[src/stta_map.svh]
// register offsets, field positions, reset values and timing counts of the timer
`ifndef STTA_MAP_SVH
`define STTA_MAP_SVH
// word offsets on the avalon bus (byte address = 4 * index)
`define STTA_IDX_CNT_LO 4'h0
`define STTA_IDX_CNT_HI 4'h1
`define STTA_IDX_CMPA_LO 4'h2
`define STTA_IDX_CMPA_HI 4'h3
`define STTA_IDX_CMPB_LO 4'h4
`define STTA_IDX_CMPB_HI 4'h5
`define STTA_IDX_CAP_LO 4'h6
`define STTA_IDX_CAP_HI 4'h7
`define STTA_IDX_CTRL_A 4'h8
`define STTA_IDX_CTRL_B 4'h9
`define STTA_IDX_FLAG 4'hA
`define STTA_IDX_MASK 4'hB
// control a: [1:0] top select
`define STTA_CA_TOP_LSB 0
// control b: [2:0] clock select, [3] capture edge, [4] noise filter, [5] capture source
`define STTA_CB_CS_LSB 0
`define STTA_CB_EDGE_BIT 3
`define STTA_CB_FILT_BIT 4
`define STTA_CB_SRC_BIT 5
// flag and mask bit positions
`define STTA_FL_OVF 0
`define STTA_FL_MA 1
`define STTA_FL_MB 2
`define STTA_FL_CAP 3
`define STTA_RESET_BYTE 8'h00
`define STTA_RESET_WORD 16'h0000
`define STTA_BOTTOM 16'h0000
`define STTA_MAX 16'hFFFF
`define STTA_TOP_8 16'h00FF
`define STTA_TOP_9 16'h01FF
`define STTA_TOP_10 16'h03FF
`define STTA_FILTER_LEN 4
`define STTA_PRE_BITS 10
`endif

[src/stta_pkg.sv]
// types of the sixteen bit timer
package stta_pkg;
  typedef enum logic [1:0] {
    STTA_TOP_FIXED_8 = 2'b00,
    STTA_TOP_FIXED_9 = 2'b01,
    STTA_TOP_CMPA = 2'b10,
    STTA_TOP_CAP = 2'b11
  } stta_top_sel_t;

  typedef struct packed {
    logic [7:0] hold;
    logic [15:0] count_value;
    logic [15:0] compare_value_a;
    logic [15:0] compare_value_b;
    logic [15:0] cmpa_buf;
    logic [15:0] cmpb_buf;
    logic [15:0] capture_value;
    logic [7:0] ctrl_a;
    logic [7:0] ctrl_b;
    logic [3:0] flags;
    logic [3:0] mask;
    logic [9:0] prescale;
    logic [2:0] ext_sync;
    logic [3:0] cap_hist;
    logic cap_level;
    logic cap_prev;
    logic [7:0] rdata;
    logic rvalid;
    logic irq;
    logic cmp_out_a;
    logic cmp_out_b;
    logic bottom;
  } stta_state_t;
endpackage

[src/stta_timer.sv]
// sixteen bit timer with shared high byte holding register, avalon slave
//
// Operation
// RULE1 - one eight bit holding register shared by counter, compares and capture
// RULE2 - low byte write loads held high byte and written low byte together
// RULE3 - low byte read copies register high byte into holding register
// RULE4 - compare reads return own high byte, holding register untouched
// RULE5 - software writes high byte first, reads low byte first
// RULE6 - main code disables interrupts around two byte accesses
// RULE7 - bottom signalled when counter becomes zero
// RULE8 - all ones counter value is the maximum
// RULE9 - top is a fixed value, compare a or capture register
// RULE10 - compare a as top is double buffered and drives no output
// RULE11 - buffered compares match counter, set flag, feed output pin
// RULE12 - clock from prescaler taps or external pin edge; stopped if none
// RULE13 - capture stores counter on pin or comparator edge, optional filter
// RULE14 - four interrupt flags in shared flag register, masked individually
// RULE15 - control registers accessed directly in single bytes
// RULE16 - clock select zero stops counter, cpu access still works
// RULE17 - cpu counter write beats clear or count in same cycle
//
// Added by the designer: register access over Avalon-MM and the placing of the registers.
`include "stta_map.svh"
`timescale 1ns/1ps
`default_nettype none
module stta_timer (
  input wire logic sys_clk_in,
  input wire logic reset_in,
  input wire logic [5:0] avs_address_in,
  input wire logic avs_read_in,
  input wire logic avs_write_in,
  input wire logic [3:0] avs_byteenable_in,
  input wire logic [31:0] avs_writedata_in,
  output logic [31:0] avs_readdata_out,
  output logic avs_waitrequest_out,
  input wire logic external_count_pin_in,
  input wire logic capture_pin_in,
  input wire logic comparator_in,
  output logic compare_output_a_out,
  output logic compare_output_b_out,
  output logic bottom_out,
  output logic irq_out
);
  stta_pkg::stta_state_t s_r;
  stta_pkg::stta_state_t s_nxt;

  // ==========================================================
  // helpers
  function automatic logic [15:0] stta_top_of(input logic [1:0] sel,
                                               input logic [15:0] cmpa,
                                               input logic [15:0] cap);
    unique case (stta_pkg::stta_top_sel_t'(sel))
      stta_pkg::STTA_TOP_FIXED_8: stta_top_of = `STTA_TOP_8;
      stta_pkg::STTA_TOP_FIXED_9: stta_top_of = `STTA_TOP_9;
      stta_pkg::STTA_TOP_CMPA: stta_top_of = cmpa;
      stta_pkg::STTA_TOP_CAP: stta_top_of = cap;
    endcase
  endfunction

  function automatic logic stta_lane_ok(input logic [3:0] be);
    stta_lane_ok = be[0];
  endfunction

  // prescaler taps and external edges feed one tick; select zero holds the counter
  function automatic logic stta_tick_of(input logic [2:0] sel,
                                        input logic [9:0] pre,
                                        input logic rise,
                                        input logic fall);
    unique case (sel)
      3'h0: stta_tick_of = 1'b0; // [RULE16] [RULE12]
      3'h1: stta_tick_of = 1'b1;
      3'h2: stta_tick_of = (pre[2:0] == 3'h7);
      3'h3: stta_tick_of = (pre[5:0] == 6'h3F);
      3'h4: stta_tick_of = (pre[7:0] == 8'hFF);
      3'h5: stta_tick_of = (pre == 10'h3FF);
      3'h6: stta_tick_of = fall; // [RULE12]
      3'h7: stta_tick_of = rise; // [RULE12]
    endcase
  endfunction

  // one cycle pulse on the chosen edge of a sampled level
  function automatic logic stta_edge(input logic now,
                                     input logic was,
                                     input logic rising);
    stta_edge = rising ? (now && !was) : (!now && was);
  endfunction

  // four equal samples move the level, anything mixed keeps the old one
  function automatic logic stta_filter(input logic [3:0] hist,
                                       input logic en,
                                       input logic last);
    if (!en) begin
      stta_filter = hist[0];
    end else if (hist == 4'hF) begin
      stta_filter = 1'b1;
    end else if (hist == 4'h0) begin
      stta_filter = 1'b0;
    end else begin
      stta_filter = last;
    end
  endfunction

  // a stopped timer never ticks, so it never matches either
  function automatic logic stta_match(input logic [15:0] cnt,
                                      input logic [15:0] cmp,
                                      input logic tk);
    stta_match = tk && (cnt == cmp);
  endfunction

  // sixteen bit commit: held high byte over the low byte just written
  function automatic logic [15:0] stta_join(input logic [7:0] hi,
                                            input logic [7:0] lo);
    stta_join = {hi, lo};
  endfunction

  // capture register holds top in mode three, so events may not overwrite it
  function automatic logic stta_cap_locked(input logic [7:0] ctrl);
    stta_cap_locked = (ctrl[`STTA_CA_TOP_LSB +: 2] == 2'b11);
  endfunction

  // ==========================================================
  // next state
  // bus decode
  logic [3:0] idx;
  logic wr_ok;
  logic rd_ok;
  // clock select and counter
  logic tick;
  logic ext_rise;
  logic ext_fall;
  logic [2:0] cs;
  logic [15:0] top;
  logic [15:0] cnt_next;
  // capture path
  logic cap_src;
  logic cap_in;
  logic cap_edge;
  logic [3:0] ev;
  logic [7:0] wb;
  always_comb begin
    s_nxt = s_r;
    idx = avs_address_in[5:2];
    wr_ok = avs_write_in && stta_lane_ok(avs_byteenable_in);
    rd_ok = avs_read_in && !s_r.rvalid;
    wb = avs_writedata_in[7:0];
    cs = s_r.ctrl_b[`STTA_CB_CS_LSB +: 3];

    // ========================================================
    // clock select
    s_nxt.prescale = s_r.prescale + 10'h001;
    s_nxt.ext_sync = {s_r.ext_sync[1:0], external_count_pin_in};
    // edge detect looks only at the second and third stages
    ext_rise = stta_edge(s_r.ext_sync[1], s_r.ext_sync[2], 1'b1);
    ext_fall = stta_edge(s_r.ext_sync[1], s_r.ext_sync[2], 1'b0);
    // the prescaler runs free, so a first prescaled tick may come early
    tick = stta_tick_of(cs, s_r.prescale, ext_rise, ext_fall); // [RULE12] [RULE16]

    // ========================================================
    // counter
    top = stta_top_of(s_r.ctrl_a[`STTA_CA_TOP_LSB +: 2],
                      s_r.cmpa_buf, s_r.capture_value); // [RULE9] [RULE10]
    ev = 4'h0;
    cnt_next = s_r.count_value;
    if (tick) begin
      // all ones always wraps, whatever top says
      if (s_r.count_value == top || s_r.count_value == `STTA_MAX) begin // [RULE8]
        cnt_next = `STTA_BOTTOM;
        ev[`STTA_FL_OVF] = 1'b1;
        // compare values reload at top, so a new period never glitches
        s_nxt.cmpa_buf = s_r.compare_value_a; // [RULE10]
        s_nxt.cmpb_buf = s_r.compare_value_b;
      end else begin
        cnt_next = s_r.count_value + 16'h0001;
      end
    end

    // ========================================================
    // compare units, against the buffered values
    if (stta_match(s_r.count_value, s_r.cmpa_buf, tick)) begin // [RULE11]
      ev[`STTA_FL_MA] = 1'b1;
    end
    if (stta_match(s_r.count_value, s_r.cmpb_buf, tick)) begin // [RULE11]
      ev[`STTA_FL_MB] = 1'b1;
    end

    // ========================================================
    // capture unit, optional four sample agreement filter
    cap_src = s_r.ctrl_b[`STTA_CB_SRC_BIT] ? comparator_in : capture_pin_in;
    s_nxt.cap_hist = {s_r.cap_hist[2:0], cap_src};
    cap_in = stta_filter(s_r.cap_hist, s_r.ctrl_b[`STTA_CB_FILT_BIT],
                         s_r.cap_level); // [RULE13]
    s_nxt.cap_level = cap_in;
    s_nxt.cap_prev = s_r.cap_level;
    cap_edge = stta_edge(s_r.cap_level, s_r.cap_prev, s_r.ctrl_b[`STTA_CB_EDGE_BIT]);
    if (cap_edge && !stta_cap_locked(s_r.ctrl_a)) begin // [RULE13]
      s_nxt.capture_value = s_r.count_value;
      ev[`STTA_FL_CAP] = 1'b1;
    end

    // ========================================================
    // register bus
    // a read is answered one edge after it appears; rvalid blocks a repeat
    s_nxt.rvalid = rd_ok;
    s_nxt.rdata = `STTA_RESET_BYTE;
    if (wr_ok) begin
      unique case (idx)
        `STTA_IDX_CNT_HI, `STTA_IDX_CMPA_HI, `STTA_IDX_CMPB_HI, `STTA_IDX_CAP_HI: begin
          // every high index lands in the one shared byte
          s_nxt.hold = wb; // [RULE1]
        end
        `STTA_IDX_CNT_LO: cnt_next = stta_join(s_r.hold, wb); // [RULE2] [RULE17]
        `STTA_IDX_CMPA_LO: s_nxt.compare_value_a = stta_join(s_r.hold, wb); // [RULE2]
        `STTA_IDX_CMPB_LO: s_nxt.compare_value_b = stta_join(s_r.hold, wb); // [RULE2]
        `STTA_IDX_CAP_LO: begin
          // writable only while it sets top
          if (stta_cap_locked(s_r.ctrl_a)) begin
            s_nxt.capture_value = stta_join(s_r.hold, wb); // [RULE2]
          end
        end
        `STTA_IDX_CTRL_A: s_nxt.ctrl_a = wb; // [RULE15]
        `STTA_IDX_CTRL_B: s_nxt.ctrl_b = wb; // [RULE15]
        `STTA_IDX_MASK: s_nxt.mask = wb[3:0]; // [RULE14]
        default: ;
      endcase
    end
    s_nxt.count_value = cnt_next;
    s_nxt.flags = s_r.flags;
    if (rd_ok) begin
      unique case (idx)
        `STTA_IDX_CNT_LO: begin
          s_nxt.rdata = s_r.count_value[7:0];
          s_nxt.hold = s_r.count_value[15:8]; // [RULE3]
        end
        `STTA_IDX_CAP_LO: begin
          s_nxt.rdata = s_r.capture_value[7:0];
          s_nxt.hold = s_r.capture_value[15:8]; // [RULE3]
        end
        `STTA_IDX_CMPA_LO: s_nxt.rdata = s_r.compare_value_a[7:0];
        `STTA_IDX_CMPB_LO: s_nxt.rdata = s_r.compare_value_b[7:0];
        // compare high bytes bypass the holding register
        `STTA_IDX_CMPA_HI: s_nxt.rdata = s_r.compare_value_a[15:8]; // [RULE4]
        `STTA_IDX_CMPB_HI: s_nxt.rdata = s_r.compare_value_b[15:8]; // [RULE4]
        `STTA_IDX_CNT_HI, `STTA_IDX_CAP_HI: s_nxt.rdata = s_r.hold; // [RULE1]
        `STTA_IDX_CTRL_A: s_nxt.rdata = s_r.ctrl_a; // [RULE15]
        `STTA_IDX_CTRL_B: s_nxt.rdata = s_r.ctrl_b; // [RULE15]
        `STTA_IDX_FLAG: begin
          s_nxt.rdata = {4'h0, s_r.flags};
          s_nxt.flags = 4'h0; // read clears
        end
        `STTA_IDX_MASK: s_nxt.rdata = {4'h0, s_r.mask};
        default: s_nxt.rdata = `STTA_RESET_BYTE;
      endcase
    end

    // ========================================================
    // interrupt flags
    // new events win over the read clear
    s_nxt.flags = s_nxt.flags | ev; // [RULE14]
    // irq registers on the same edge as the flags it is made from
    s_nxt.irq = |(s_nxt.flags & s_nxt.mask); // [RULE14]

    // ========================================================
    // waveform outputs and bottom
    // every match of b, and of a unless compare a sets top, toggles, even while its flag is still unread
    if (ev[`STTA_FL_MA] && s_r.ctrl_a[1:0] != 2'b10) begin // [RULE10] [RULE11]
      s_nxt.cmp_out_a = !s_r.cmp_out_a;
    end
    if (ev[`STTA_FL_MB]) begin // [RULE11]
      s_nxt.cmp_out_b = !s_r.cmp_out_b;
    end
    s_nxt.bottom = (s_nxt.count_value == `STTA_BOTTOM); // [RULE7]
  end

  // ==========================================================
  // registers
  // every field clears together; bottom shows one edge after release
  always_ff @(posedge sys_clk_in or posedge reset_in) begin
    if (reset_in) begin
      s_r <= '0;
    end else begin
      s_r <= s_nxt;
    end
  end

  // ==========================================================
  // outputs
  // waitrequest stays combinational: a read must wait in the cycle it appears
  assign avs_readdata_out = {24'h000000, s_r.rdata};
  assign avs_waitrequest_out = (avs_read_in && !s_r.rvalid);
  assign compare_output_a_out = s_r.cmp_out_a;
  assign compare_output_b_out = s_r.cmp_out_b;
  assign bottom_out = s_r.bottom;
  assign irq_out = s_r.irq;
endmodule
`default_nettype wire

[config.mk]
export PLATFORM = sky130hd
export DESIGN_NAME = stta_timer
export DESIGN_NICKNAME = d
export VERILOG_FILES = /design/src/stta_pkg.sv /design/src/stta_timer.sv
export VERILOG_INCLUDE_DIRS = /design/src
export SDC_FILE = /design/constraint.sdc
export NUM_CORES = 1
export LEC_CHECK = 0
export BUFFER_PORTS_ARGS = -buffer_cell sky130_fd_sc_hd__clkbuf_2
export CAP_MARGIN = 40
export CORE_ASPECT_RATIO = 0.7
export CORE_MARGIN = 10
export CORE_UTILIZATION = 45
export CTS_CLUSTER_SIZE = 40
export DETAILED_ROUTE_END_ITERATION = 6
export PLACE_DENSITY_LB_ADDON = 0.3
export SLEW_MARGIN = 0
export SYNTH_ARGS = -nofsm -noshare
export SYNTH_HDL_FRONTEND = slang
export SYNTH_SLANG_ARGS = --single-unit
[constraint.sdc]
create_clock -name sys_clk_in -period 6.9 [get_ports sys_clk_in]
set_clock_uncertainty 0.15 [all_clocks]
set_input_delay 1.38 -clock sys_clk_in [delete_from_list [all_inputs] [get_ports sys_clk_in]]
set_output_delay 1.38 -clock sys_clk_in [all_outputs]
set_load 0.005 [all_outputs]
==> run metrics <==
r2r setup slk=around 2.3 ns; hold path cells=0; Num Clock Sinks=160; die footprint=~0.025 mm²; CP max stage cell=dfrtp_1; Syn-to-layout area delta=10.92%; main combinational cell family by area after synthesis=multiplexers; share of the yosys chip area belonging to registers=between 40 and 50%; cts bufs inserted=17; VDD IR-drop max=around 170 µV; Clock Latency Late Sink=between 0.4 and 0.5 ns; Hold EP=s_nxt[18]$_DFF_PP0_; final worst slack=2.326 ns; fin nets=between 800 and 900; PortBufs=32; Power Density=roughly 350 mW/mm²; nature of the critical path endpoint=flop; synthesized flop and latch total=160; most frequent cell on the critical path=nor2_1; WS Path Type=reg2reg; worst hold path type=reg2reg; CTS max path bufs=2; Vias=6649; Worst Reg-to-Reg Cells=9; Post-Synth Simple-Gate Area=around an eighth; outcome=complete, no violations; Hold Path Origin=s_nxt[17]$_DFF_PP0_; Initial DRC Count=between 800 and 900; DP Wirelength=around 18000 µm; Slew @ Worst Pin=0.8358 ns; first-pass GRT wire length=between 30000 and 40000 µm; placed cell areas=around 0.0090 mm²; core area=roughly 0.019 mm²; Root Driver=clkbuf_16; r2r endpoint=s_r[103]$_DFFE_PP0P_; initial antenna violation count=1; setup bufs post-CTS=0; layout cell share with drive strength beyond 1=about 21%; DRT antenna net count=0; CTS tree=built; GPL Wtd Cong=0.9584; row cnt=42; crit share post-route=~66%; # IOs=86; CP Launch Type=flop; Die Span Y=~140 µm; grt ovf=0; Worst EP required=7.06 ns; 1st-pass router iterations=6; vias in the first global route=about 6.3k; Final Hold Vio Count=0; async set-reset flop share out of synthesis=100.0%; post-synthesis cell area=a little under 0.009 mm²; CP max FO=20; Max-slew headroom=between 40% and 50%; CTS H-tree lvls=4; Distinct cells, synth=a little over 60; Tmin final=roughly 4.6 ns; Main synth FF type=dfrtp_1; P_leak=between 4 and 5 nW; post-cts sizing count=0; commonest non-fill, non-tap cell in the layout=dfrtp_1; DRC=0; mux cell area share after synthesis=between 10% and 20%; Yosys warnings=0; Die Width=185.8 µm; Crit path largest cell delay=between 0.7 and 0.8 ns; Avg Vias per Cell=between 6 and 7; Max-cap violations=0; sequence of cells on the critical path=clkinv_1 > nor2_1 > xor2_1 > or4_4 > nor4_4 > nor2_1 > nor2_4 > buf_4 > mux2_2; most frequent cells in the layout=dfrtp_1 (160), mux2_2 (87), nand2_1 (62); area share of fa/ha/maj cells after synthesis=0.4337%; Worst EP arrival=about 4.7 ns; Mapped Cells=834; Fin Hold WS=0.2417 ns; Slew Viols, Final=0; Syn Area/Cell=a little over 10 µm²; cell family with most CP delay=simple AND/OR/NAND/NOR gates; Final Cell Area=between 0.009 and 0.01 mm²; number of fill cells=1729; EDFF count, synth=0; RSZ-0062 raised after global routing=false; CP bufs+invs=2; # setup viols final=0; XOR/XNOR share of the synthesized area=6.072%; Reg clk slew, reported paths=roughly 0.07 ns; GRT Util Overall=20.71%; TNS Setup=0 ns; cts hold-fix bufs=0; Starting Density=roughly 46%; largest net degree at the start of global routing=87; diode count=0; average wire per standard cell=between 20 and 25 µm; total wire length=around 26000 µm; Place WS=between 2 and 2.5 ns; Fmax=218.6 MHz; Critical R2R Launch=s_r[49]$_DFFE_PP0P_; Synth Area in Compound Gates=11.42%
[cells by family (layout without fill, tap and decap cells)]
group	after synthesis	count (layout)
and+or+nand+nor	224	224
DFF	160	160
xor gates and xnor gates	60	60
other	1	24
adders and majority gates	3	3
muxes	134	134
buffers and inverters	98	93
AOI/OAI and AO/OA	154	154
[per-stage QoR]
step | power (W) | std cells | util [%]
3_3_place_gp | 0.002319 | 1055 | 46.77
3_5_place_dp | 0.002352 | 1062 | 47.43
2_1_floorplan | 0.002043 | 857 | -
4_1_cts | 0.003363 | 1094 | 50.74
5_1_grt | 0.003552 | 1094 | 50.74
6_report | 0.003395 | 1094 | 50.74
[metal layers]
metal	share of wire (%)	track usage [%]	wire length, µm
met4	1.9	5.313	478
met2	39	27.46	10020
met3	12	5.519	3027
met1	47	31.91	12060
met5	0	0	0
[synth_stat cells (12+ instances only)]
cell      count  area, µm²
o21ai_0      33      165.2
mux2_2       87      979.7
xnor2_1      14      122.6
buf_4        32      240.2
nand2_1      62      232.7
a21oi_1      37      185.2
dfrtp_1     160       4004
xor2_1       46      402.9
o22ai_1      14      87.58
mux2i_1      47      470.5
nand3_1      21      105.1
nor3_1       12      60.06
nor2_1       51      191.4
clkbuf_1     39      146.4
nor4_1       17      106.4
a22oi_1      20      150.1
[registers in the layout, indices dropped and copies added (netlist names)]
name	cells
s_r	139
compare_output_a_out	1
irq_out	1
avs_readdata_out	8
cs	3
s_nxt	6
bottom_out	1
compare_output_b_out	1
[power by group]
group	switching, W	internal [W]	leakage [nW]
Clock	0.000416	0.000599	0.310
Sequential	0.000377	0.00113	2.01
Combinational	0.000477	0.000394	2.02
Total	0.00127	0.00212	4.34
[layout make-up]
cell class	instances	area (µm²)	share of cell area, %
Multi-Input combinational cell	599	4255	44.33
Sequential cell	160	4004	41.71
Clock buffer	20	456.7	4.758
Timing Repair Buffer	49	360.3	3.754
Tap cell	242	302.8	3.154
Clock inverter	12	170.2	1.773
Inverter	12	50.05	0.5214
[worst register-to-register path, delay by kind of cell, from the launching register on]
kind                      cells  cell delay [ns]
and+or+nand+nor               5             2.16
buffers and inverters         2             0.93
DFF                           1             0.73
muxes                         1             0.41
xor gates and xnor gates      1             0.09
[how the worst max path moves through the flow]
| stage | cells past startpoint | endpoint | from |
|---|---|---|---|
| after global routing | 9 | s_r[103]$_DFFE_PP0P_ | s_r[49]$_DFFE_PP0P_ |
| final | 9 | s_r[103]$_DFFE_PP0P_ | s_r[49]$_DFFE_PP0P_ |
| after global placement | 9 | s_r[103]$_DFFE_PP0P_ | s_r[48]$_DFFE_PP0P_ |
| after detailed placement | 10 | bottom_out$_DFF_PP0_ | avs_address_in[2] |
| after CTS | 9 | s_r[95]$_DFFE_PP0P_ | s_r[49]$_DFFE_PP0P_ |
| after floorplan | 1 | avs_readdata_out[0]$_DFF_PP0_ | reset_in |
(Power assumes the default switching activity.)
